File: src/design/bf16_convert_pkg.sv
// Constants and types shared by the brain-float conversion datapath.
package bf16_convert_pkg;

    // Register width of the scalar float file and number of vector lanes per beat.
    localparam int unsigned FLEN       = 64;
    localparam int unsigned LANES      = 2;
    localparam int unsigned SP_W       = 32;
    localparam int unsigned BF_W       = 16;
    // Low bits appended when widening, and ones written above a scalar result.
    localparam logic [15:0] WIDEN_FILL = 16'h0000;
    localparam logic [31:0] BOX_SP     = 32'hffffffff;
    localparam logic [47:0] BOX_BF     = 48'hffffffffffff;
    localparam logic [31:0] VEC_PAD    = 32'h00000000;
    // Canonical quiet not-a-number patterns.
    localparam logic [15:0] CANON_BF   = 16'h7fc0;
    localparam logic [31:0] CANON_SP   = 32'h7fc00000;
    localparam logic [7:0]  EXP_MAX    = 8'hff;
    localparam logic [7:0]  EXP_ZERO   = 8'h00;

    // Rounding-mode codes.
    localparam logic [2:0] round_nearest_even          = 3'h0;
    localparam logic [2:0] round_toward_zero           = 3'h1;
    localparam logic [2:0] round_down                  = 3'h2;
    localparam logic [2:0] round_up_mode               = 3'h3;
    localparam logic [2:0] round_nearest_max_magnitude = 3'h4;

    typedef enum logic [1:0] {
        scalar_narrow_to_bfloat,
        scalar_widen_from_bfloat,
        vector_narrow_to_bfloat,
        vector_widen_from_bfloat
    } conv_op_t;

endpackage : bf16_convert_pkg

File: src/design/bf16_fp32_convert_flags.sv
// Brain-float and single-precision conversion datapath with exception flags.
`timescale 1ns/1ps
`default_nettype none
// How it works
// (RULE1) Tininess for underflow is judged on the rounded value, not the unrounded one.
// (RULE2) Tininess uses a second rounding with unbounded exponent on a normalized significand.
// (RULE3) Delivered result rounds the denormal value; underflow may flag a normal result.
// (RULE4) Underflow is flagged only when the result is tiny and also inexact.
// (RULE5) Every underflow also raises inexact for the same operation.
// (RULE6) Scalar option provides single precision to brain-float narrowing.
// (RULE7) Scalar option provides brain-float to single precision widening, no other formats.
// (RULE8) Scalar option needs single precision and half-float load, store, both moves.
// (RULE9) Vector option provides element-wise narrowing and widening between both formats.
// (RULE10) Vector option needs the full vector unit or embedded_vector_sp_subset.
// (RULE11) Widening multiply-accumulate option needs both scalar and vector options.
// (RULE12) Every brain-float option needs single-precision support.
// (RULE13) Widening normal or infinite input puts it high and zeros the low 16 bits.
// (RULE14) Scalar single-precision results have all bits above the low 32 set.
// (RULE15) Any quiet not-a-number brain-float result is the canonical 16-bit pattern.
// (RULE16) Narrowing honours the five three-bit rounding-mode codes.
// (RULE17) Underflow and inexact return to the pipeline together with the result.
module bf16_fp32_convert_flags #(
    parameter bit HAS_SP          = 1'b1,
    parameter bit HAS_HALF_MOVES  = 1'b1,
    parameter bit HAS_SCALAR_BF   = 1'b1,
    parameter bit HAS_FULL_VECTOR = 1'b1,
    parameter bit HAS_EMBED_VEC   = 1'b0,
    parameter bit HAS_VECTOR_BF   = 1'b1,
    parameter bit HAS_WMA_BF      = 1'b1
) (
    // Clock and reset
    input  wire logic                              i_clk,
    input  wire logic                              i_reset,
    // Operation issue from the pipeline
    input  wire logic                              i_valid,
    input  wire bf16_convert_pkg::conv_op_t        i_op,
    input  wire logic [2:0]                        i_rm,
    input  wire logic [bf16_convert_pkg::FLEN-1:0] i_src,
    // Result and flags back to the pipeline
    output logic                                   o_valid,
    output logic                                   o_illegal,
    output logic [bf16_convert_pkg::FLEN-1:0]      o_result,
    output logic                                   o_flag_invalid,
    output logic                                   o_flag_overflow,
    output logic                                   o_flag_underflow,
    output logic                                   o_flag_inexact,
    // Options actually present after dependency checks
    output logic                                   o_has_scalar,
    output logic                                   o_has_vector,
    output logic                                   o_has_wma
);

    // An option whose prerequisites are missing is simply absent.
    localparam bit SCALAR_OK = HAS_SCALAR_BF && HAS_SP && HAS_HALF_MOVES; // RULE8 RULE12
    localparam bit VECTOR_OK = HAS_VECTOR_BF && HAS_SP
                               && (HAS_FULL_VECTOR || HAS_EMBED_VEC);     // RULE10 RULE12
    localparam bit WMA_OK    = HAS_WMA_BF && SCALAR_OK && VECTOR_OK;      // RULE11 RULE12

    function automatic logic round_inc(input logic [2:0] rm, input logic sgn,
                                       input logic lsb, input logic rnd, input logic stk);
        logic inc;
        inc = 1'b0;
        case (rm) // RULE16
            bf16_convert_pkg::round_nearest_even:          inc = rnd & (stk | lsb);
            bf16_convert_pkg::round_toward_zero:           inc = 1'b0;
            bf16_convert_pkg::round_down:                  inc = sgn & (rnd | stk);
            bf16_convert_pkg::round_up_mode:               inc = ~sgn & (rnd | stk);
            bf16_convert_pkg::round_nearest_max_magnitude: inc = rnd;
            default:                                       inc = 1'b0;
        endcase
        return inc;
    endfunction : round_inc

    // Returns {invalid, overflow, underflow, inexact, bf16}.
    function automatic logic [19:0] narrow(input logic [31:0] x, input logic [2:0] rm);
        logic        inc;
        logic        inc_unb;
        logic        nx;
        logic        of;
        logic        tiny;
        logic [15:0] mag;
        logic [19:0] r;
        inc     = 1'b0;
        inc_unb = 1'b0;
        nx      = 1'b0;
        of      = 1'b0;
        tiny    = 1'b0;
        mag     = 16'h0000;
        r       = 20'h00000;
        if (x[30:23] == bf16_convert_pkg::EXP_MAX && x[22:0] != 23'h000000) begin
            r = {~x[22], 3'h0, bf16_convert_pkg::CANON_BF}; // RULE15
        end else if (x[30:23] == bf16_convert_pkg::EXP_MAX || x[30:0] == 31'h00000000) begin
            r = {4'h0, x[31:16]};
        end else begin
            // Both formats share the exponent field, so a denormal source rounds as a
            // denormal result with no extra shifting.
            inc  = round_inc(rm, x[31], x[16], x[15], |x[14:0]); // RULE3
            mag  = {1'b0, x[30:16]} + {15'h0000, inc};
            nx   = x[15] | (|x[14:0]);
            of   = (mag[14:7] == bf16_convert_pkg::EXP_MAX);
            // Unbounded-exponent rounding: a denormal with its top bit set keeps eight
            // significant bits from bit 22; only that case can round up to the normal range.
            inc_unb = round_inc(rm, x[31], x[15], x[14], |x[13:0]); // RULE2
            tiny = (x[30:23] == bf16_convert_pkg::EXP_ZERO)
                   && !((x[22:15] == 8'hff) && inc_unb); // RULE1
            r    = {1'b0, of, tiny & nx, nx | of, x[31], mag[14:0]}; // RULE4 RULE5
        end
        return r;
    endfunction : narrow

    // Returns {invalid, fp32}; the widening is always exact.
    function automatic logic [32:0] widen(input logic [15:0] b);
        logic [32:0] r;
        r = {1'b0, b, bf16_convert_pkg::WIDEN_FILL}; // RULE13
        if (b[14:7] == bf16_convert_pkg::EXP_MAX && b[6:0] != 7'h00) begin
            r = {~b[6], bf16_convert_pkg::CANON_SP};
        end
        return r;
    endfunction : widen

    logic                              valid_ff;
    logic                              illegal_ff;
    logic [bf16_convert_pkg::FLEN-1:0] result_ff;
    logic                              nv_ff;
    logic                              of_ff;
    logic                              uf_ff;
    logic                              nx_ff;
    logic                              nxt_valid;
    logic                              nxt_illegal;
    logic [bf16_convert_pkg::FLEN-1:0] nxt_result;
    logic                              nxt_nv;
    logic                              nxt_of;
    logic                              nxt_uf;
    logic                              nxt_nx;

    always_comb begin
        logic        legal;
        logic [19:0] n;
        logic [32:0] w;
        legal       = 1'b0;
        n           = 20'h00000;
        w           = 33'h000000000;
        nxt_result  = result_ff;
        nxt_nv      = 1'b0;
        nxt_of      = 1'b0;
        nxt_uf      = 1'b0;
        nxt_nx      = 1'b0;
        case (i_op)
            bf16_convert_pkg::scalar_narrow_to_bfloat:  legal = SCALAR_OK;
            bf16_convert_pkg::scalar_widen_from_bfloat: legal = SCALAR_OK;
            default:                                    legal = VECTOR_OK;
        endcase
        // Narrowing with a reserved rounding code is refused; widening ignores the mode.
        if ((i_op == bf16_convert_pkg::scalar_narrow_to_bfloat
             || i_op == bf16_convert_pkg::vector_narrow_to_bfloat)
            && i_rm > bf16_convert_pkg::round_nearest_max_magnitude) begin
            legal = 1'b0; // RULE16
        end
        nxt_valid   = i_valid & legal;
        nxt_illegal = i_valid & ~legal;
        if (nxt_valid) begin
            case (i_op)
                bf16_convert_pkg::scalar_narrow_to_bfloat: begin
                    n          = narrow(i_src[31:0], i_rm); // RULE6
                    nxt_result = {bf16_convert_pkg::BOX_BF, n[15:0]};
                    {nxt_nv, nxt_of, nxt_uf, nxt_nx} = n[19:16]; // RULE17
                end
                bf16_convert_pkg::scalar_widen_from_bfloat: begin
                    w          = widen(i_src[15:0]); // RULE7
                    nxt_result = {bf16_convert_pkg::BOX_SP, w[31:0]}; // RULE14
                    nxt_nv     = w[32];
                end
                bf16_convert_pkg::vector_narrow_to_bfloat: begin
                    nxt_result = {bf16_convert_pkg::VEC_PAD, bf16_convert_pkg::VEC_PAD};
                    for (int k = 0; k < bf16_convert_pkg::LANES; k++) begin
                        n = narrow(i_src[k*bf16_convert_pkg::SP_W +: 32], i_rm); // RULE9
                        nxt_result[k*bf16_convert_pkg::BF_W +: 16] = n[15:0];
                        nxt_nv = nxt_nv | n[19];
                        nxt_of = nxt_of | n[18];
                        nxt_uf = nxt_uf | n[17];
                        nxt_nx = nxt_nx | n[16]; // RULE17
                    end
                end
                default: begin
                    for (int k = 0; k < bf16_convert_pkg::LANES; k++) begin
                        w = widen(i_src[k*bf16_convert_pkg::BF_W +: 16]); // RULE9
                        nxt_result[k*bf16_convert_pkg::SP_W +: 32] = w[31:0];
                        nxt_nv = nxt_nv | w[32];
                    end
                end
            endcase
        end
    end

    always_ff @(posedge i_clk or posedge i_reset) begin
        if (i_reset) begin
            valid_ff   <= 1'b0;
            illegal_ff <= 1'b0;
            result_ff  <= '0;
            nv_ff      <= 1'b0;
            of_ff      <= 1'b0;
            uf_ff      <= 1'b0;
            nx_ff      <= 1'b0;
        end else begin
            valid_ff   <= nxt_valid;
            illegal_ff <= nxt_illegal;
            result_ff  <= nxt_result;
            nv_ff      <= nxt_nv;
            of_ff      <= nxt_of;
            uf_ff      <= nxt_uf;
            nx_ff      <= nxt_nx;
        end
    end

    // Option flags are constants but still leave through flip-flops like every output.
    always_ff @(posedge i_clk or posedge i_reset) begin
        if (i_reset) begin
            o_has_scalar <= 1'b0;
            o_has_vector <= 1'b0;
            o_has_wma    <= 1'b0;
        end else begin
            o_has_scalar <= SCALAR_OK;
            o_has_vector <= VECTOR_OK;
            o_has_wma    <= WMA_OK; // RULE11
        end
    end

    assign o_valid          = valid_ff;
    assign o_illegal        = illegal_ff;
    assign o_result         = result_ff;
    assign o_flag_invalid   = nv_ff;
    assign o_flag_overflow  = of_ff;
    assign o_flag_underflow = uf_ff;
    assign o_flag_inexact   = nx_ff;
endmodule : bf16_fp32_convert_flags
`default_nettype wire

File: config.mk
export PLATFORM = sky130hd
export DESIGN_NAME = bf16_fp32_convert_flags
export DESIGN_NICKNAME = d
export VERILOG_FILES = /design/src/design/bf16_convert_pkg.sv /design/src/design/bf16_fp32_convert_flags.sv
export SDC_FILE = /design/constraint.sdc
export NUM_CORES = 1
export LEC_CHECK = 0
export BUFFER_PORTS_ARGS = -buffer_cell sky130_fd_sc_hd__buf_2
export CAP_MARGIN = 20
export CORE_MARGIN = 5
export CORE_UTILIZATION = 40
export CTS_BUF_LIST = sky130_fd_sc_hd__clkbuf_16
export DETAILED_ROUTE_END_ITERATION = 6
export PLACE_DENSITY = 0.65
export SLEW_MARGIN = 20
export SYNTH_ARGS = -nofsm -noshare
export SYNTH_HDL_FRONTEND = slang
export SYNTH_SLANG_ARGS = --single-unit
File: constraint.sdc
create_clock -name i_clk -period 1.65 [get_ports i_clk]
set_input_delay 0.0825 -clock i_clk [delete_from_list [all_inputs] [get_ports i_clk]]
set_output_delay 0.0825 -clock i_clk [all_outputs]
set_load 0.02 [all_outputs]
==> impl_metrics.yaml, run 1 <==
worst_setup_path:
  cp_num_buf_inv: 2
  crit_required_ps: 1880
  end_kind: "flop"
  critPathTopFamily: "simple AND/OR/NAND/NOR gates"
  startpoint_type: "input port"
  path_cells: "buf_6 -> or4_4 -> nand2b_4 -> or4_4 -> a21oi_2 -> a21oi_1 -> ha_2 -> buf_6 -> nand3_4 -> nor3b_4 -> a32oi_1 -> o21ai_1 -> nand4_1 -> nand3_1"
  critPathMaxStageDelay_ps: 550
  cp_slowest_cell: "or4_4"
  worstPathArrival_ps: 2550
  crit_fanout: 4
  crit_type: "in -> reg"
power_and_ir_drop:
  p_leak_nw: 2.57
  internal-power_mw: 2.72
  max-vdd-ir-drop_v: 0.000429
  swShare_pct: 33.3
  powerDensity_mw_per_mm2: 748
  p_total_mw: 4.07
  combPwrFrac_pct: 30.3
  clock_power_share_pct: 30.1
  switching_power_mw: 1.35
  seqPwrFrac_pct: 39.6
floorplanning:
  initial_core_util_pct: 41.2
  die-area_mm2: 0.0110
  row_count: 34
  ios: 145
  die_w_um: 105
  coreArea_mm2: 0.00872
  fp.dieH_um: 105
logic_synthesis:
  synth.area.mux_share_pct: 0.871
  syn_area_mm2: 0.00359
  synth_top_family_by_area: "simple AND/OR/NAND/NOR gates"
  yosys.area_share.adder_pct: 1.39
  ys_warn_count: 0
  synth_compound_area_share_pct: 19.8
  synthArstFlopShare_pct: 100
  synth_area_per_cell_um2: 8.23
  ys_seq_elements: 56
  synth-edff-count: 0
  synth_fp_nets: 512
  yosys.area_share.simple_pct: 25.8
  syn_inst: 436
  yosysSeqAreaShare_pct: 39.0
  synth_xor_area_share_pct: 5.86
  ys.flop_type: "dfrtp_1"
  yosysUniqueCellTypes: 53
layout:
  insertedDiodeCount: 0
  mostFrequentLayoutCells: "141 x buf_2, 64 x buf_4, 57 x nand2_1, 56 x dfrtp_1, 26 x a21oi_1"
  layout-drive-gt1-share_pct: 47.0
  layout_commonest_cell: "buf_2"
  syn2layout_area_growth_pct: 51.7
  fin_area_mm2: 0.00545
  nFillCells: 763
  nets: 699
drt:
  drt-vias-per-instance: 5.49
  firstDrtPassIters: 4
  dr.first_iter.drc_count: 251
  vias: 4016
  wl_per_cell_um: 17.1
  antenna_left: 0
  wl_mm: 12.5
  drc: 0
place:
  dpl.hpwl_mm: 9.72
  dpl_cell_area_mm2: 0.00491
  place_congestion: 0.858
  io_buffers: 144
sta:
  fmax_mhz: 431
  grt_setup_unrepaired: "yes"
  holdWs_ps: 105
  timing_hold_violations_final: 0
  fin_crit_sh_pct: 141
  min_period_ps: 2320
  setup_slack_ps: -669
  setup_viol: 30
  fin_skew_ps: 0
  slew_viol_final: 0
clocking:
  cts_buffers: 5
  clk_latency_ps: 290
  clock-sinks: 56
  clk_pin_slew_worst_paths_ps: 70
  clockBufferDepth: 2
  htreeDepth: 2
  root_buffer: "clkbuf_16"
  cts_tree: "built"
grt:
  grt_max_degree: 43
  grt_usage_pct: 22.2
  antenna_found_initial: 0
  grt_pass1_wl_mm: 20.4
  grt_overflow: 0
  grt_pass1_vias: 4104
run_status:
  outcome: "complete, but fails checks"
  failed_checks: "negative setup slack"
job:
  drv_cap: 0
worst_hold_path:
  min_path_type: "in -> reg"
[flip-flops by register name, indices dropped and copies added (netlist names)]
name,flops
o_flag_inexact,1
o_flag_underflow,1
o_flag_overflow,1
o_illegal,1
o_has_wma,1
o_result,49
o_valid,1
o_flag_invalid,1
[power by group through the flow]
stage	Combinational, mW	Clock (mW)	Sequential (mW)
global placement	1.16	0	1.64
global route	1.33	1.30	1.63
finish	1.24	1.23	1.61
CTS	1.21	1.25	1.61
detailed placement	1.18	0	1.64
floorplan	0.492	0	1.82
[kinds of logic after synthesis]
kind of cell | after synthesis
mux | 3
other cells | 1
buf+inv | 50
compound gates | 116
xor+xnor | 24
flops | 56
fa+ha+maj | 4
simple gates | 182
[final cells by class]
type / instances / area, um2 / share of cell area (%)
Clock buffer: 5 / 125 / 2.30
Tap cell: 108 / 135 / 2.48
Inverter: 10 / 37.5 / 0.689
Sequential cell: 56 / 1400 / 25.7
Clock inverter: 3 / 42.5 / 0.781
Timing Repair Buffer: 220 / 1380 / 25.2
Multi-Input combinational cell: 330 / 2330 / 42.8
[worst register-to-register path: stages, from the launching register on]
cell and delay [ps]:
dfrtp_1 510, nand2_1 100, o21ai_0 70
[synth_stat cells (all sizes together) (2+ instances only)]
cell    number  share of area, %
xnor2       16               3.9
nor2        34               3.6
a31oi       17               3.0
a21oi       30               4.2
o21ai       33               4.9
and4         3              0.73
a21o         9               1.9
buf         23               4.3
a221oi       2              0.49
nand4       11               1.9
nor4        16               3.2
o22ai        5              0.87
or3          5               1.0
nor3b        4              0.84
o31ai        8               1.7
a32o         2              0.56
clkbuf      17               1.8
nand3       16               2.2
nor4b        2              0.49
and3         6               1.0
dfrtp       56                39
ha           4               1.4
o211ai       2              0.42
or4          2              0.52
mux2i        2              0.56
nand2       62               6.5
nor3        12               1.7
xor2         8               2.0
inv         10               1.0
nand2b       4              0.70
[metal layers]
| metal | up-vias | share of wire, % | global-route usage, % |
|---|---|---|---|
| met3 | 20 | 6.0 | 4.19 |
| met1 | 1922 | 44 | 30.9 |
| met5 | - | 0 | 0 |
| li1 | 1943 | - | - |
| met2 | 131 | 48 | 35.7 |
| met4 | 0 | 2.1 | 5.75 |
[stage by stage]
stage / setup slack [ps] / TNS [ps] / std cells / utilization, %
2_1_floorplan: -712 / -13880 / 436 / -
3_3_place_gp: -924 / -21110 / 712 / 56.3
6_report: -669 / -11970 / 732 / 62.5
3_5_place_dp: -965 / -22160 / 712 / 56.3
4_1_cts: -633 / -10990 / 729 / 60.8
5_1_grt: -808 / -15060 / 732 / 62.5
[repair_timing]
action / CTS / global route
setup buffers: 9 / 6
hold buffers: 1 / 0
gates resized for setup: 31 / 30
pin swaps: 36 / 37
endpoints found under the hold margin: 14 / 0
endpoints found under the setup margin: 31 / 33
[final timing paths]
kind / startpoint / to / slack [ps] / cells after the start
setup / recovery: i_src[3] / o_flag_inexact / -670 / 14
hold / removal: i_src[25] / o_result[57] / 100 / 3
setup reg to reg: o_result[47] / o_result[47] / 860 / 2
hold reg to reg: o_result[13] / o_result[13] / 480 / 1
max in group asynchronous: i_reset / o_flag_overflow / 810 / 4
min in group asynchronous: i_reset / o_flag_invalid / 290 / 3
Power figures use the tool's default switching activity.
==> inputs of run 2 (changes only) <==
==> constraint.sdc (replaced) <==
create_clock -name i_clk -period 1.65 [get_ports i_clk]
set_input_delay 0.33 -clock i_clk [delete_from_list [all_inputs] [get_ports i_clk]]
set_output_delay 0.33 -clock i_clk [all_outputs]
set_load 0.02 [all_outputs]
==> run 2 against run 1 <==
Against the previous run:
- sequential share of layout area shrank 1.8 points
- power down 0.58%
- sequential cell count unchanged
- final area grew 7.5%
- clock power decreased by 9%
- critical path depth did not move
- combinational power increased by 6%
- setup slack got worse by 260 ps
- the flow still finishes with violations (negative setup slack)
- final cell count increased by 6.7%
- maximum frequency is 10% lower
- global-route usage rose by 0.17 points
- critical path type unchanged
- critical endpoint unchanged
==> impl_metrics.yaml, run 2 (same netlist as run 1, synthesis figures left out) <==
worst_setup_path:
  startpoint_type: "input port"
  rr_endpoint: "o_result[47]"
  crit_required_ps: 1830
  crit_type: "in -> reg"
  regToRegStartpoint: "o_result[47]"
  end_kind: "flop"
  r2r_slack_ps: 850
  r2r_cells: 2
  worstPathArrival_ps: 2760
  crit_fanout: 4
drt:
  drt-vias-per-instance: 5.38
  dr.first_iter.drc_count: 178
  wl_per_cell_um: 16.8
  antenna_left: 0
  wl_met3_um: 683
  routed.top_layer: "met4"
  route.met2.wl_mm: 6.80
  firstDrtPassIters: 5
  wl_mm: 13.1
  drc: 0
  vias: 4203
  m1WireLength_mm: 5.36
clocking:
  clk_latency_ps: 300
  clock-sinks: 56
  cts_tree: "built"
  htreeDepth: 2
  root_buffer: "clkbuf_16"
  clockBufferDepth: 2
  clk_pin_slew_worst_paths_ps: 80
  cts_buffers: 5
sta:
  slew_viol_final: 0
  setup_slack_ps: -927
  tightest_slew_ps: 621
  max_slew_margin_pct: 58.5
  tns_ps: -21730
  holdWs_ps: 98.4
  min_period_ps: 2580
  fmax_mhz: 388
  timing_hold_violations_final: 0
  fin_skew_ps: 0
  setup_viol: 34
  grt_setup_unrepaired: "yes"
  fin_crit_sh_pct: 156
grt:
  antenna_found_initial: 0
  grt_pass1_wl_mm: 20.5
  grt_usage_pct: 22.4
  grt_pass1_vias: 4110
  grt_max_degree: 29
  grt_overflow: 0
layout:
  nFillCells: 715
  layout-drive-gt1-share_pct: 51.1
  mostFrequentLayoutCells: "137 x buf_2, 106 x buf_4, 56 x nand2_1, 56 x dfrtp_1, 24 x nor2_1"
  nets: 748
  fin_cells: 781
  layout_commonest_cell: "buf_2"
  fin_area_mm2: 0.00585
  insertedDiodeCount: 0
  syn2layout_area_growth_pct: 63.1
  largest_register_ffs: 49
  fin_util_pct: 67.1
run_status:
  failed_checks: "negative setup slack"
  outcome: "complete, but fails checks"
place:
  io_buffers: 144
  place_congestion: 0.935
  dpl.hpwl_mm: 10.1
  dpl_cell_area_mm2: 0.00525
  post-place-cells: 755
floorplanning:
  fp.dieH_um: 105
  ios: 145
  row_count: 34
  die_w_um: 105
  initial_core_util_pct: 41.2
  die-area_mm2: 0.0110
  coreArea_mm2: 0.00872
power_and_ir_drop:
  max-vdd-ir-drop_v: 0.000431
  powerDensity_mw_per_mm2: 692
  p_leak_nw: 2.78
job:
  drv_cap: 0
worst_hold_path:
  min_path_type: "in -> async"
## run 2: changes by cell type in the layout (fill, tap and decap cells not counted), moves of 3 or more
cell / before / now
xor2_2: 3 / 0
buf_4: 64 / 106
nand3_2: 5 / 2
buf_2: 141 / 137
xor2_1: 5 / 8
buf_6: 11 / 23
a21oi_2: 4 / 9
a21oi_1: 26 / 21
## run 2: how the worst max path moves through the flow
stage / startpoint / endpoint / slack, ps / cells past startpoint
final: i_src[3] / o_flag_inexact / -930 / 14
after global routing: i_src[3] / o_flag_inexact / -1030 / 14
after CTS: i_src[3] / o_result[12] / -860 / 14
after detailed placement: i_src[3] / o_result[12] / -1190 / 14
after global placement: i_src[3] / o_result[12] / -1150 / 14
after floorplan: i_src[3] / o_result[12] / -960 / 13
## run 2: stage by stage
step / power (mW) / setup WS (ps)
after floorplan: 2.32 / -959
after global placement: 2.85 / -1150
after detailed placement: 2.87 / -1190
after CTS: 4.00 / -863
after global routing: 4.23 / -1030
final: 4.05 / -927
## run 2: critical path: stages
cell,delay (ps)
buf_6,90
or4_4,530
nand2b_4,160
or4_4,410
a21oi_2,170
a21oi_2,50
ha_2,210
buf_4,140
nand3_4,70
nor2_2,80
a32oi_1,210
o21ai_1,100
nand4_1,130
nand3_1,80
## run 2: final cells by class
| type | instances | area (um2) | area share, % |
|---|---|---|---|
| sequential | 56 | 1400 | 23.9 |
| timing repair buffer | 269 | 1800 | 30.7 |
| clock buffer | 5 | 125 | 2.14 |
| tap | 108 | 135 | 2.31 |
| inverter | 10 | 41.3 | 0.705 |
| clock inverter | 3 | 25.0 | 0.428 |
| multi-input combinational | 330 | 2330 | 39.8 |
## run 2: where the power goes
group | switching (mW) | internal (mW)
combinational | 0.772 | 0.548
clock | 0.541 | 0.576
sequential | 0.0906 | 1.52
## run 2: routing by layer
layer / up-vias / track usage [%]
li1: 2042 / -
met1: 1998 / 28.3
met2: 143 / 39.3
met3: 20 / 3.45
met4: 0 / 6.58
met5: - / 0
## run 2: what timing repair did
action                                  4_1_cts  5_1_grt
resized for setup                            29       41
pin swaps                                    45       53
setup buffers                                 5       17
hold buffers                                  0        0
endpoints found under the setup margin       35       42
